===== config.mk =====
export PLATFORM = sky130hd
export DESIGN_NAME = ssp_master
export DESIGN_NICKNAME = d
export VERILOG_FILES = /design/src/hdl/ssp_pkg.sv /design/src/hdl/ssp_master.sv
export SDC_FILE = /design/constraint.sdc
export NUM_CORES = 1
export LEC_CHECK = 0
export ABC_AREA = 1
export BUFFER_PORTS_ARGS = -buffer_cell sky130_fd_sc_hd__buf_2
export CAP_MARGIN = 20
export CORE_MARGIN = 4
export CORE_UTILIZATION = 35
export CTS_BUF_LIST = sky130_fd_sc_hd__clkbuf_4
export CTS_CLUSTER_DIAMETER = 80
export DETAILED_ROUTE_END_ITERATION = 8
export PLACE_DENSITY = 0.56
export SETUP_SLACK_MARGIN = 0.3
export SLEW_MARGIN = 15
export SYNTH_ARGS = -nofsm -noshare
export SYNTH_HDL_FRONTEND = slang
export SYNTH_SLANG_ARGS = --single-unit

===== constraint.sdc =====
create_clock -name clk -period 4 [get_ports clk]
set_clock_uncertainty 0.15 [all_clocks]
set_input_delay 0.8 -clock clk [delete_from_list [all_inputs] [get_ports clk]]
set_output_delay 0.8 -clock clk [all_outputs]
set_load 0.005 [all_outputs]

===== src/hdl/ssp_pkg.sv =====
package ssp_pkg;
  // register byte offsets
  localparam logic [7:0] CTRL_OFS = 8'h00;
  localparam logic [7:0] STAT_OFS = 8'h04;
  localparam logic [7:0] BUF_OFS = 8'h08;
  localparam logic [7:0] BAUD_OFS = 8'h0C;
  localparam logic [7:0] IRQ_OFS = 8'h10;
  localparam logic [7:0] MASK_OFS = 8'h14;
  // control register fields
  localparam int CTRL_RATE_LSB = 0;
  localparam int CTRL_POL_BIT = 4;
  localparam int CTRL_EN_BIT = 5;
  localparam int CTRL_MODE_BIT = 6;
  // status register fields
  localparam int STAT_FULL_BIT = 0;
  localparam int STAT_BUSY_BIT = 1;
  localparam int STAT_EDGE_BIT = 6;
  localparam int STAT_PHASE_BIT = 7;
  // interrupt status fields
  localparam int IRQ_DONE_BIT = 0;
  localparam int IRQ_COLL_BIT = 1;
  // reset values
  localparam logic [3:0] CTRL_RATE_RST = 4'h0;
  localparam logic [7:0] BAUD_RST = 8'h00;
  localparam logic [1:0] MASK_RST = 2'h0;
  // bit-rate selections
  localparam logic [3:0] RATE_DIV4 = 4'h0;
  localparam logic [3:0] RATE_DIV16 = 4'h1;
  localparam logic [3:0] RATE_DIV64 = 4'h2;
  localparam logic [3:0] RATE_TIMER = 4'h3;
  localparam logic [3:0] RATE_BAUD = 4'hA;
  // AXI responses
  localparam logic [1:0] RESP_OKAY = 2'h0;
  localparam logic [1:0] RESP_SLVERR = 2'h2;
  typedef enum logic [1:0] {ST_IDLE, ST_LEAD, ST_TRAIL} ssp_state_t;
endpackage


===== src/hdl/ssp_master.sv =====
`timescale 1ns/1ps
module ssp_master
  import ssp_pkg::*;
(
  input wire logic clk, // 25 MHz system clock
  input wire logic sys_rst, // synchronous reset, high
  input wire logic timerTick, // auxiliary timer output pulse
  input wire logic [7:0] s_axi_awaddr, // write address
  input wire logic s_axi_awvalid, // write address valid
  output logic s_axi_awready, // write address ready
  input wire logic [31:0] s_axi_wdata, // write data
  input wire logic [3:0] s_axi_wstrb, // write strobes
  input wire logic s_axi_wvalid, // write data valid
  output logic s_axi_wready, // write data ready
  output logic [1:0] s_axi_bresp, // write response
  output logic s_axi_bvalid, // write response valid
  input wire logic s_axi_bready, // write response ready
  input wire logic [7:0] s_axi_araddr, // read address
  input wire logic s_axi_arvalid, // read address valid
  output logic s_axi_arready, // read address ready
  output logic [31:0] s_axi_rdata, // read data
  output logic [1:0] s_axi_rresp, // read response
  output logic s_axi_rvalid, // read data valid
  input wire logic s_axi_rready, // read data ready
  output logic serialClockLine, // serial clock out
  output logic serialOutLine, // serial data out
  output logic serialOutEn, // serial data output enable
  input wire logic serialInLine, // serial data in pin
  output logic irq // level interrupt
);
  import ssp_pkg::*;

  // ****************************************************
  // state
  // ****************************************************
  logic [3:0] rate_r;
  logic pol_r, en_r, mode_r, edge_r, phase_r, outDis_r;
  logic [7:0] baud_r, rxBuf_r, shift_r;
  logic full_r;
  logic [1:0] irqStat_r, mask_r;
  ssp_state_t state_r;
  logic [2:0] bitCnt_r;
  logic [15:0] divCnt_r;
  logic smp_r;
  logic sin1_r, sin2_r, tmr1_r, tmr2_r, tmrPrev_r, tmrHalf_r;
  logic [7:0] awAddr_r, arAddr_r;
  logic awHave_r, wHave_r;
  logic [31:0] wData_r;
  logic [3:0] wStrb_r;

  // ****************************************************
  // input synchronisers
  // ****************************************************
  always_ff @(posedge clk)
  begin
    sin1_r <= serialInLine;
    sin2_r <= sin1_r;
    tmr1_r <= timerTick;
    tmr2_r <= tmr1_r;
    if (sys_rst)
    begin
      tmrPrev_r <= 1'b0;
      tmrHalf_r <= 1'b0;
    end
    else
    begin
      tmrPrev_r <= tmr2_r;
      if (tmr2_r && !tmrPrev_r)
        tmrHalf_r <= !tmrHalf_r;
    end
  end

  // ****************************************************
  // bit-rate: half-period length in system clocks
  // ****************************************************
  // returns the number of clocks per serial clock half period
  function automatic logic [15:0] halfPeriod(input logic [3:0] sel,
                                             input logic [7:0] reload);
  begin
    unique case (sel)
      RATE_DIV16: halfPeriod = 16'd8;
      RATE_DIV64: halfPeriod = 16'd32;
      RATE_BAUD: halfPeriod = 16'({reload, 1'b0}) + 16'd2;
      default: halfPeriod = 16'd2;
    endcase
  end
  endfunction

  logic timerMode;
  logic halfTick;
  logic [15:0] halfLen;
  assign timerMode = (rate_r == RATE_TIMER);
  assign halfLen = halfPeriod(rate_r, baud_r);
  // timer rate: each timer pulse is half a serial clock period
  assign halfTick = timerMode ? (tmr2_r && !tmrPrev_r)
                              : (divCnt_r == halfLen - 16'd1);

  // ****************************************************
  // register bus: write channel
  // ****************************************************
  logic wrGo;
  logic bufWrite;
  assign wrGo = awHave_r && wHave_r && !s_axi_bvalid;
  assign bufWrite = wrGo && awAddr_r == BUF_OFS && wStrb_r[0];

  always_ff @(posedge clk)
  begin
    if (sys_rst)
    begin
      awHave_r <= 1'b0;
      wHave_r <= 1'b0;
      s_axi_awready <= 1'b0;
      s_axi_wready <= 1'b0;
      s_axi_bvalid <= 1'b0;
      s_axi_bresp <= RESP_OKAY;
      awAddr_r <= 8'h00;
      wData_r <= 32'h0000_0000;
      wStrb_r <= 4'h0;
    end
    else
    begin
      s_axi_awready <= !awHave_r && !s_axi_awready && !s_axi_bvalid;
      s_axi_wready <= !wHave_r && !s_axi_wready && !s_axi_bvalid;
      if (s_axi_awvalid && s_axi_awready)
      begin
        awHave_r <= 1'b1;
        awAddr_r <= s_axi_awaddr;
        s_axi_awready <= 1'b0;
      end
      if (s_axi_wvalid && s_axi_wready)
      begin
        wHave_r <= 1'b1;
        wData_r <= s_axi_wdata;
        wStrb_r <= s_axi_wstrb;
        s_axi_wready <= 1'b0;
      end
      if (wrGo)
      begin
        awHave_r <= 1'b0;
        wHave_r <= 1'b0;
        s_axi_bvalid <= 1'b1;
        s_axi_bresp <= (awAddr_r[7:2] <= MASK_OFS[7:2] &&
                        awAddr_r[1:0] == 2'b00) ? RESP_OKAY : RESP_SLVERR;
      end
      else if (s_axi_bvalid && s_axi_bready)
        s_axi_bvalid <= 1'b0;
    end
  end

  // ****************************************************
  // configuration registers
  // ****************************************************
  always_ff @(posedge clk)
  begin
    if (sys_rst)
    begin
      rate_r <= CTRL_RATE_RST;
      pol_r <= 1'b0;
      en_r <= 1'b0;
      mode_r <= 1'b0;
      edge_r <= 1'b0;
      phase_r <= 1'b0;
      outDis_r <= 1'b0;
      baud_r <= BAUD_RST;
      mask_r <= MASK_RST;
    end
    else if (wrGo && wStrb_r[0])
    begin
      unique case (awAddr_r)
        CTRL_OFS:
        begin
          rate_r <= wData_r[CTRL_RATE_LSB +: 4];
          pol_r <= wData_r[CTRL_POL_BIT];
          en_r <= wData_r[CTRL_EN_BIT];
          // two-wire mode not built; setting it just holds the port off
          mode_r <= wData_r[CTRL_MODE_BIT];
          outDis_r <= wData_r[7];
        end
        STAT_OFS:
        begin
          edge_r <= wData_r[STAT_EDGE_BIT];
          phase_r <= wData_r[STAT_PHASE_BIT];
        end
        BAUD_OFS: baud_r <= wData_r[7:0];
        MASK_OFS: mask_r <= wData_r[1:0];
        default: ;
      endcase
    end
  end

  // ****************************************************
  // shift engine
  // ****************************************************
  logic spiOn;
  logic startXfer;
  logic lastBit;
  logic sampleLate;
  assign spiOn = en_r && !mode_r;
  // edge select zero moves data on the leading edge, so mid-bit is the
  // trailing edge; its last bit has no later edge, so both phases use it
  // the two-flop input delay needs half periods of three clocks or more
  assign sampleLate = phase_r || !edge_r;
  // a write while busy is dropped and flagged as a collision
  assign startXfer = bufWrite && spiOn && state_r == ST_IDLE;
  assign lastBit = (bitCnt_r == 3'd7);

  always_ff @(posedge clk)
  begin
    if (sys_rst)
    begin
      state_r <= ST_IDLE;
      divCnt_r <= 16'h0000;
      bitCnt_r <= 3'd0;
      shift_r <= 8'h00;
      smp_r <= 1'b0;
      serialClockLine <= 1'b0;
      serialOutLine <= 1'b0;
      serialOutEn <= 1'b0;
    end
    else
    begin
      serialOutEn <= spiOn && !outDis_r;
      if (state_r == ST_IDLE || halfTick)
        divCnt_r <= 16'h0000;
      else
        divCnt_r <= divCnt_r + 16'd1;
      unique case (state_r)
        ST_IDLE:
        begin
          serialClockLine <= pol_r;
          if (startXfer)
          begin
            shift_r <= wData_r[7:0];
            bitCnt_r <= 3'd0;
            state_r <= ST_LEAD;
            // edge select one: first bit out before any edge
            if (edge_r)
              serialOutLine <= wData_r[7];
          end
        end
        ST_LEAD:
          if (halfTick)
          begin
            serialClockLine <= !pol_r;
            // edge select zero: data moves on the leading edge
            if (!edge_r)
              serialOutLine <= shift_r[7];
            // edge select one: mid-bit falls on the leading edge
            if (edge_r && !phase_r)
              smp_r <= sin2_r;
            state_r <= ST_TRAIL;
          end
        ST_TRAIL:
          if (halfTick)
          begin
            serialClockLine <= pol_r;
            shift_r <= {shift_r[6:0],
                        sampleLate ? sin2_r : smp_r};
            if (edge_r && !lastBit)
              serialOutLine <= shift_r[6];
            bitCnt_r <= bitCnt_r + 3'd1;
            state_r <= lastBit ? ST_IDLE : ST_LEAD;
          end
        default: state_r <= ST_IDLE;
      endcase
    end
  end

  logic doneEv;
  logic collEv;
  assign doneEv = state_r == ST_TRAIL && halfTick && lastBit;
  assign collEv = bufWrite && state_r != ST_IDLE;

  // ****************************************************
  // receive buffer, flags and interrupt
  // ****************************************************
  logic bufRead;
  logic irqClrWr;
  assign bufRead = s_axi_arvalid && s_axi_arready && s_axi_araddr == BUF_OFS;
  assign irqClrWr = wrGo && awAddr_r == IRQ_OFS && wStrb_r[0];

  always_ff @(posedge clk)
  begin
    if (sys_rst)
    begin
      rxBuf_r <= 8'h00;
      full_r <= 1'b0;
      irqStat_r <= 2'b00;
      irq <= 1'b0;
    end
    else
    begin
      if (doneEv)
      begin
        rxBuf_r <= {shift_r[6:0], sampleLate ? sin2_r : smp_r};
        full_r <= 1'b1;
      end
      else if (bufRead)
        full_r <= 1'b0;
      // set beats a simultaneous write-one clear
      irqStat_r[IRQ_DONE_BIT] <= doneEv ||
        (irqStat_r[IRQ_DONE_BIT] &&
         !(irqClrWr && wData_r[IRQ_DONE_BIT]));
      irqStat_r[IRQ_COLL_BIT] <= collEv ||
        (irqStat_r[IRQ_COLL_BIT] && !(irqClrWr && wData_r[IRQ_COLL_BIT]));
      irq <= |(irqStat_r & mask_r);
    end
  end

  // ****************************************************
  // register bus: read channel
  // ****************************************************
  always_ff @(posedge clk)
  begin
    if (sys_rst)
    begin
      s_axi_arready <= 1'b0;
      s_axi_rvalid <= 1'b0;
      s_axi_rdata <= 32'h0000_0000;
      s_axi_rresp <= RESP_OKAY;
    end
    else
    begin
      s_axi_arready <= !s_axi_arready && !s_axi_rvalid;
      if (s_axi_arvalid && s_axi_arready)
      begin
        s_axi_arready <= 1'b0;
        s_axi_rvalid <= 1'b1;
        s_axi_rresp <= RESP_OKAY;
        s_axi_rdata <= 32'h0000_0000;
        unique case (s_axi_araddr)
          CTRL_OFS: s_axi_rdata[7:0] <= {outDis_r, mode_r, en_r, pol_r,
                                         rate_r};
          STAT_OFS: s_axi_rdata[7:0] <= {phase_r, edge_r, 4'h0,
                                         state_r != ST_IDLE, full_r};
          BUF_OFS: s_axi_rdata[7:0] <= rxBuf_r;
          BAUD_OFS: s_axi_rdata[7:0] <= baud_r;
          IRQ_OFS: s_axi_rdata[1:0] <= irqStat_r;
          MASK_OFS: s_axi_rdata[1:0] <= mask_r;
          default: s_axi_rresp <= RESP_SLVERR;
        endcase
      end
      else if (s_axi_rvalid && s_axi_rready)
        s_axi_rvalid <= 1'b0;
    end
  end
endmodule


[Word-level counts from Yosys, hierarchy flattened]
Cells that the tools add are included.
Operators by class
  muxes and demuxes: 34
  add/sub/neg operators: 4
  bitwise operators: 1
  $lt $le $gt $ge: 1
  reductions and logical operators: 79
  equal/unequal tests: 24
Operators with widths (count)
  $logic_and 1x1->1: 33
  $eq 8x4->1 const B: 4
  $eq 8x5->1 const B: 4
  $pmux 10 s3: 1
  $pmux 6 s4: 1
  $mux 1: 17
  $add 16x1->16 const B: 1
  $eq 16x16->1: 1
  $eq 8x3->1 const B: 2
  $logic_not 1->1: 16
  $logic_not 8->1: 2
  $mux 8: 2
  $pmux 8 s2: 1
  $sub 16x1->16 const B: 1
  $ne 2x2->1 const B: 6
  $pmux 2 s6: 1
  $reduce_and 3->1: 4
  $reduce_or 2->1: 6
  $add 9x2->10 const B: 1
  $mux 2: 5
  $reduce_bool 2->1: 5
  $eq 4x2->1 const B: 2
  $reduce_and 2->1: 4
  $reduce_and 7->1: 1
  other kinds (16): 22
Storage, ports and cells
  input port bits: 61
  output and inout port bits: 45
  register bits after elaboration: 106
  logic and storage cells: 182

[Longest topological paths before layout]
Gate-level depths: netlist of run 1.
  depth after elaboration: 8
  depth in mapped cells: 25
  depth with buffers taken out: 25

[Worst setup path after synthesis of run 1]
Ideal clock, no wire load.
  kind: register -> register
  start: register rate_r[1]
  end: register rxBuf_r[7]
  arrival time: 2.452 ns
  slack: 1.282 ns
  cell stages (with the launch flop): 21
  required time: 3.734 ns
  clock period less this slack: 2.718 ns
  cells stage by stage: dfxtp_1 -> inv_2 -> nor2_2 -> nand3_1 -> nand2_2 -> inv_1 -> ha_1 -> xnor2_1 -> nor3_1 -> nand3_1 -> nor2_1 -> nand2_1 -> nor2_1 -> nand2_1 -> nor2_2 -> nand3_4 -> a21oi_4 -> inv_2 -> buf_6 -> o21ai_1 -> a21oi_1
Between the ends
  longest elaborated chain between the ends: 7
  elaborated cells between the ends (all ways): 10
RTL lines
  start, declared: RTL line ssp_master.sv:36  | logic [3:0] rate_r;
  start signal, assigned: RTL line ssp_master.sv:172  | rate_r <= wData_r[CTRL_RATE_LSB +: 4];
  $eq 4x4->1, or another cell as far along: RTL line ssp_master.sv:80  | unique case (sel)
  $pmux 10 s3: RTL line ssp_master.sv:80
  $sub 16x1->16: RTL line ssp_master.sv:96  | : (divCnt_r == halfLen - 16'd1);
  $eq 16x16->1: RTL line ssp_master.sv:96
  $mux 1 (*): RTL line ssp_master.sv:95  | assign halfTick = timerMode ? (tmr2_r && !tmrPrev_r)
  $logic_and 1x1->1 (*) (2 in a row): RTL line ssp_master.sv:271  | assign doneEv = state_r == ST_TRAIL && halfTick && lastBit;
  end signal, assigned: RTL line ssp_master.sv:295  | rxBuf_r <= {shift_r[6:0], sampleLate ? sin2_r : smp_r};
  end, declared: RTL line ssp_master.sv:38  | logic [7:0] baud_r, rxBuf_r, shift_r;
Every way passes the cells marked *; elsewhere a longest branch is shown, timed or not.
A chain may end at the register's enable or synchronous reset.

[Final worst setup path of run 1]
  start: register rate_r[0]
  end: register bitCnt_r[1]
Between the ends
  longest elaborated chain between the ends: 7
  elaborated cells between the ends (all ways): 10
RTL lines
  $eq 4x4->1, or another cell as far along: RTL line ssp_master.sv:80
  $pmux 10 s3: RTL line ssp_master.sv:80
  $sub 16x1->16: RTL line ssp_master.sv:96
  $eq 16x16->1: RTL line ssp_master.sv:96
  $mux 1 (*): RTL line ssp_master.sv:95
  $ne 2x2->1 (no source line) (*)
  $reduce_and 3->1 (no source line) (*)
  end signal, assigned: RTL line ssp_master.sv:261  | bitCnt_r <= bitCnt_r + 3'd1;
  end, declared: RTL line ssp_master.sv:42  | logic [2:0] bitCnt_r;
Marked as above.

==> impl_metrics.tcl, run 1 <==
set metrics [dict create \
    cts_resized 0 \
    maxCapViolations 0 \
    layout.nets 870 \
    gr-total-overflow 0 \
    report.final.slew_viol_count 0 \
    r2r_slack_ps 650 \
    period_share_pct 83.8 \
    synth_area_sq_um 5270 \
    leakage_nw 2.34 \
    crit_path_end_kind "register" \
    hp-class "reg -> reg" \
    combPwrFrac_pct 6.9 \
    ys_warn_count 0 \
    drt_iter0_markers 221 \
    fin_area_sq_um 5730 \
    tns_ps 0 \
    worstMarginPinSlew_ps 848 \
    vias 4681 \
    cts.sinks 104 \
    switching_share_pct 27.0 \
    ys_ff_latch 104 \
    path_max_fanout 12 \
    dr.pass1.iters 7 \
    layout_commonest_cell "nand2_1" \
    power_density_nw_per_um2 296 \
    max_freq_ghz 0.298 \
    gr-usage-all-layers_pct 15.7 \
    grt_pass1_wl_um 21300 \
    utilization_pct 39.1 \
    synthArstFlopShare_pct 0 \
    maxSlewHeadroom_pct 43.3 \
    final_cells 991 \
    clkTransAtPathRegs_ps 170 \
    ys_seq_area_share_pct 39.5 \
    layout_setup_ws_ps 649 \
    die_x_um 131 \
    avgSynthCellArea_sq_um 6.99 \
    root_buffer "clkbuf_4" \
    cts_tree "done" \
    routedWlPerCell_um 13.0 \
    cp.arrival_ps 3630 \
    rsz0062_at_grt "false" \
    viasPerCell 4.72 \
    post-place-ws_ps 725 \
    cts_buffer_depth 2 \
    htreeDepth 3 \
    ir_drop_mv 0.130 \
    area_growth_pct 8.59 \
    clkPwrFrac_pct 29.9 \
    drt-total-wl_um 12900 \
    gpl.final_weighted_congestion 0.849 \
    start_util_pct 36.0 \
    hold_viol_final 0 \
    synth_ff_type "dfxtp_1" \
    drc 0 \
    cts_made_buffers 9 \
    setup_viol_count_final 0 \
    synth_cell_types 45 \
    grt_antenna_before_repair 1 \
    power.total_mw 1.70 \
    cellInternalPower_mw 1.24 \
    chipHeight_um 131 \
    synth_edf_count 0 \
    hpwl_um 9580 \
    cp.required_ps 4280 \
    status "finished clean" \
    dp_cells 973 \
    critPathKind "reg -> reg" \
    post_cts_buffers 0 \
    p_sw_uw 458 \
    worstReg2RegEnd "bitCnt_r[1]$_SDFFE_PP0P_" \
    port_buffers 52 \
    io_pins 106 \
    startpoint "rate_r[0]$_SDFFE_PP0P_" \
    mostFrequentLayoutCells "153 x nand2_1, 104 x dfxtp_1, 84 x inv_1" \
    endpoint "bitCnt_r[1]$_SDFFE_PP0P_" \
    seqPwrFrac_pct 63.2 \
    grt_max_degree 53 \
    coreArea_sq_um 14600 \
    placed_cell_area_sq_um 5600 \
    drive_gt1_share_pct 12.4 \
    fin_crit_ps 3350 \
    die_area_sq_um 17100 \
    cp-start-kind "register" \
    grt_pass1_vias 4263 \
    rr_worst_depth 19 \
    rows 44 \
    holdBufCountCts 0 \
    hold_slack_ps 198 \
    clock_latency_ps 480 \
    final_antenna_net_count 0 \
    synth_cells 754 \
    timing.rr.start "rate_r[0]$_SDFFE_PP0P_" \
]
==> worst max-delay path, stage by stage (launching register included) <==
cell and delay (ps):
dfxtp_1 380, inv_2 90, nand2_1 80, nor2_4 240
nand2_1 150, ha_1 310, xnor2_1 130, nor3_1 180
nand3_1 90, nor2_1 160, nand2_1 70, nor2_1 110
nand2_1 70, nor2_2 120, nand3_4 150, nand3_4 130
nand2_2 190, inv_2 220, nand3_1 100, a21oi_1 150
==> how the worst min path moves through the flow <==
stage | from | slack (ps) | endpoint | depth (start not counted)
finish | tmr1_r$_DFF_P_ | 200 | tmr2_r$_DFF_P_ | 0
global placement | tmr1_r$_DFF_P_ | 170 | tmr2_r$_DFF_P_ | 0
detailed placement | sin1_r$_DFF_P_ | 170 | sin2_r$_DFF_P_ | 0
floorplan | sin1_r$_DFF_P_ | 160 | sin2_r$_DFF_P_ | 0
CTS | tmr1_r$_DFF_P_ | 200 | tmr2_r$_DFF_P_ | 0
global route | tmr1_r$_DFF_P_ | 200 | tmr2_r$_DFF_P_ | 0
==> flip-flops by register name, summed over array words and instances (netlist names), 2 cells and up <==
name / cells
divCnt_r: 16
awAddr_r: 8
baud_r: 8
rxBuf_r: 8
s_axi_rdata: 8
shift_r: 8
wData_r: 8
rate_r: 4
bitCnt_r: 3
irqStat_r: 2
mask_r: 2
state_r: 2
==> power by group through the flow <==
stage	Sequential [mW]	Combinational, mW	Clock, mW
after floorplan	1.09	0.0913	0
after global placement	1.09	0.116	0
after detailed placement	1.09	0.117	0
after CTS	1.07	0.117	0.531
after global routing	1.08	0.136	0.570
final	1.07	0.117	0.507
==> cell families (layout without fill, tap and decap cells) <==
| kind of cell | after synthesis | count (layout) | share of synthesized area (%) |
|---|---|---|---|
| buffers and inverters | 138 | 164 | 12.0 |
| and+or+nand+nor | 333 | 333 | 28.5 |
| xor gates and xnor gates | 7 | 7 | 1.16 |
| other | 1 | 28 | 0.0711 |
| adders and majority gates | 9 | 9 | 2.14 |
| muxes | 1 | 1 | 0.190 |
| DFF | 104 | 104 | 39.5 |
| AOI/OAI and AO/OA | 161 | 161 | 16.4 |
==> layer usage <==
layer / routed length, um / part of all wire (%) / global-route usage, % / up-vias
li1: - / - / - / 2523
met2: 5050 / 39 / 22.4 / 104
met4: 185 / 1.4 / 5.44 / 0
met3: 657 / 5.1 / 2.52 / 13
met5: 0 / 0 / 0 / -
met1: 6970 / 54 / 23.8 / 2041
==> synth_stat cells (2+ instances only) <==
library cell | instances | area share [%]
o21ai_0 | 66 | 6.3
nand3b_1 | 3 | 0.43
o21ai_1 | 4 | 0.38
nor4_1 | 9 | 1.1
dfxtp_1 | 104 | 39
clkbuf_1 | 16 | 1.1
a221oi_1 | 2 | 0.33
buf_2 | 2 | 0.19
xnor2_1 | 2 | 0.33
nand3_1 | 33 | 3.1
nor2_4 | 4 | 0.85
ha_1 | 9 | 2.1
buf_6 | 2 | 0.43
nor3_1 | 19 | 1.8
and3_1 | 2 | 0.24
buf_4 | 26 | 3.7
nor2_2 | 5 | 0.59
o22ai_1 | 4 | 0.47
nand3_4 | 2 | 0.66
nand2_2 | 6 | 0.71
inv_2 | 6 | 0.43
a21oi_1 | 73 | 6.9
o221ai_1 | 4 | 0.66
nor2_1 | 81 | 5.8
xor2_1 | 5 | 0.83
nor3b_1 | 6 | 0.85
nand4_1 | 6 | 0.71
nand2_1 | 153 | 11
inv_1 | 84 | 6.0
==> layout make-up <==
cell class / instances / area [sq um]
diodes: 2 / 5.00
clock inverters: 6 / 42.5
flip-flops and latches: 104 / 2080
inverters: 91 / 342
multi-input cells: 537 / 2650
well taps: 184 / 230
fillers: 1612 / 8920
repair buffers: 57 / 298
clock buffers: 10 / 75.1
Note: power is estimated with default switching activity, not from simulation.
==> inputs of run 2 (changes only) <==
--- a/config.mk
+++ b/config.mk
@@ -13,7 +13,7 @@
 export CTS_BUF_LIST = sky130_fd_sc_hd__clkbuf_4
 export CTS_CLUSTER_DIAMETER = 80
 export DETAILED_ROUTE_END_ITERATION = 8
-export PLACE_DENSITY = 0.56
+export PLACE_DENSITY = 0.58
 export SETUP_SLACK_MARGIN = 0.3
 export SLEW_MARGIN = 15
 export SYNTH_ARGS = -nofsm -noshare
==> constraint.sdc (replaced) <==
create_clock -name clk -period 2.7 [get_ports clk]
set_clock_uncertainty 0.15 [all_clocks]
set_input_delay 0.54 -clock clk [delete_from_list [all_inputs] [get_ports clk]]
set_output_delay 0.54 -clock clk [all_outputs]
set_load 0.005 [all_outputs]
==> impl_metrics.tcl, run 2 (same netlist as run 1, synthesis figures left out) <==
set metrics [dict create \
    largest_reg_flops 16 \
    clkTransAtPathRegs_ps 180 \
    final_antenna_net_count 0 \
    die_area_sq_um 17100 \
    dr.pass1.iters 5 \
    fin_area_sq_um 6420 \
    report.final.slew_viol_count 0 \
    largest-register "divCnt_r" \
    cts_tree "done" \
    setup_viol_count_final 41 \
    clock_latency_ps 480 \
    fillCellCount 1548 \
    cp.arrival_ps 3130 \
    grt_pass1_wl_um 21000 \
    status "finished with violations" \
    leakage_nw 2.63 \
    multiInputGateArea_sq_um 2920 \
    grt_max_degree 50 \
    register_area_sq_um 2090 \
    fin_crit_ps 2850 \
    r2r_slack_ps -150 \
    gr-total-overflow 0 \
    port_buffers 52 \
    rsz0062_at_grt "true" \
    cp-start-kind "register" \
    path_max_fanout 5 \
    cellInternalPower_mw 1.85 \
    hpwl_um 9900 \
    power_density_nw_per_um2 398 \
    drt_iter0_markers 255 \
    routedWlPerCell_um 13.0 \
    ir_drop_mv 0.225 \
    cp.required_ps 2980 \
    whs_path_depth 4 \
    seqPwrFrac_pct 62.1 \
    tns_ps -4220 \
    post-place-ws_ps -145 \
    chipHeight_um 131 \
    htreeDepth 3 \
    layout_commonest_cell "nand2_1" \
    drive_gt1_share_pct 24.3 \
    timing.rr.start "baud_r[0]$_SDFFE_PP0P_" \
    vias 4942 \
    io_pins 106 \
    violations "negative setup slack" \
    hold_viol_final 0 \
    cts.sinks 104 \
    drt-total-wl_um 13400 \
    combPwrFrac_pct 7.2 \
    grt_antenna_before_repair 0 \
    gpl.final_weighted_congestion 0.881 \
    cts_made_buffers 9 \
    num_antenna_cells 0 \
    hp-class "in -> reg" \
    critPathKind "reg -> reg" \
    power.total_mw 2.56 \
    hp-start "s_axi_rready" \
    p_sw_uw 708 \
    layout_setup_ws_ps -151 \
    worstMarginPinSlew_ps 595 \
    area_growth_pct 21.8 \
    switching_share_pct 27.7 \
    worstReg2RegEnd "rxBuf_r[7]$_SDFFE_PP0P_" \
    start_util_pct 36.0 \
    root_buffer "clkbuf_4" \
    grt_pass1_vias 4240 \
    clkPwrFrac_pct 30.7 \
    gr-usage-all-layers_pct 15.6 \
    maxSlewHeadroom_pct 60.0 \
    cts_buffer_depth 2 \
    rows 44 \
    hold_path_end "s_axi_rvalid$_SDFFE_PP0P_" \
    maxCapViolations 0 \
    layout.nets 913 \
    crit_path_end_kind "register" \
    hold_slack_ps 122 \
    mostFrequentLayoutCells "136 x nand2_1, 98 x dfxtp_1, 82 x inv_1" \
    max_freq_ghz 0.351 \
    coreArea_sq_um 14600 \
    placed_cell_area_sq_um 5930 \
    period_share_pct 106 \
    die_x_um 131 \
    rr_worst_depth 16 \
    viasPerCell 4.79 \
    drc 0 \
]
[run 2: cell count changes in the layout (fill, tap and decap cells not counted), moves of 8 or more]
cell	change
a21oi_1	-11
a21oi_2	+11
buf_4	+29
nand2_1	-17
nand2_2	+14
nand3_1	-8
nor2_1	-8
[run 2: final cells by class]
cell class | instances | area share [%]
multi-input cells | 537 | 45.4
flip-flops and latches | 104 | 32.6
clock inverters | 6 | 0.818
inverters | 91 | 5.51
well taps | 184 | 3.58
repair buffers | 98 | 10.6
repair inverters | 2 | 0.234
clock buffers | 10 | 1.17
[run 2: through the flow]
stage          std cells  util, %
3_5_place_dp        1006     40.5
5_1_grt             1032     43.9
4_1_cts             1027     42.5
3_3_place_gp        1006     40.5
2_1_floorplan        779        -
6_report            1032     43.9
[run 2: metal layers]
layer  track usage (%)  vias up  wire length, um  share of wire [%]
li1                  -     2611                -                  -
met1              22.8     2185             6880                 51
met2              23.3      128             5490                 41
met3              2.52       18              742                5.5
met4              5.51        0              273                2.0
met5                 0        -                0                  0
[run 2: how the worst max path moves through the flow]
stage / from / endpoint / cells past startpoint
2_1_floorplan: rate_r[2]$_SDFFE_PP0P_ / rxBuf_r[7]$_SDFFE_PP0P_ / 19
3_3_place_gp: rate_r[3]$_SDFFE_PP0P_ / rxBuf_r[4]$_SDFFE_PP0P_ / 19
3_5_place_dp: rate_r[0]$_SDFFE_PP0P_ / rxBuf_r[6]$_SDFFE_PP0P_ / 20
4_1_cts: rate_r[1]$_SDFFE_PP0P_ / rxBuf_r[0]$_SDFFE_PP0P_ / 20
5_1_grt: rate_r[1]$_SDFFE_PP0P_ / irqStat_r[0]$_SDFF_PP0_ / 20
6_report: baud_r[0]$_SDFFE_PP0P_ / rxBuf_r[7]$_SDFFE_PP0P_ / 16
[run 2: worst max-delay path, cell delays in order, from the launching register on]
cell,delay [ps]
dfxtp_2,370
ha_2,310
nand2_2,80
ha_4,250
xnor2_2,130
nor3_2,150
nand3_1,80
nor2_1,100
nand2_1,70
nor2_1,80
nand2_1,60
nor2_2,120
nand3_4,140
a21oi_4,300
clkinv_4,140
buf_6,140
a21oi_1,120
[run 2: what timing repair did]
item                                    in CTS  in global routing
hold buffers                                 2                  0
endpoints found under the hold margin        2                  0
gates cloned                                 1                  2
pin swaps                                   18                 10
gates resized for setup                     43                 37
endpoints found under the setup margin      42                 44
setup buffers                                2                  3
[run 2: power by group through the flow]
stage          Combinational [mW]  Sequential (mW)  Clock (mW)
2_1_floorplan               0.135             1.62           0
3_3_place_gp                0.177             1.62           0
3_5_place_dp                0.178             1.62           0
4_1_cts                     0.182             1.59       0.816
5_1_grt                     0.212             1.59       0.864
6_report                    0.184             1.59       0.786
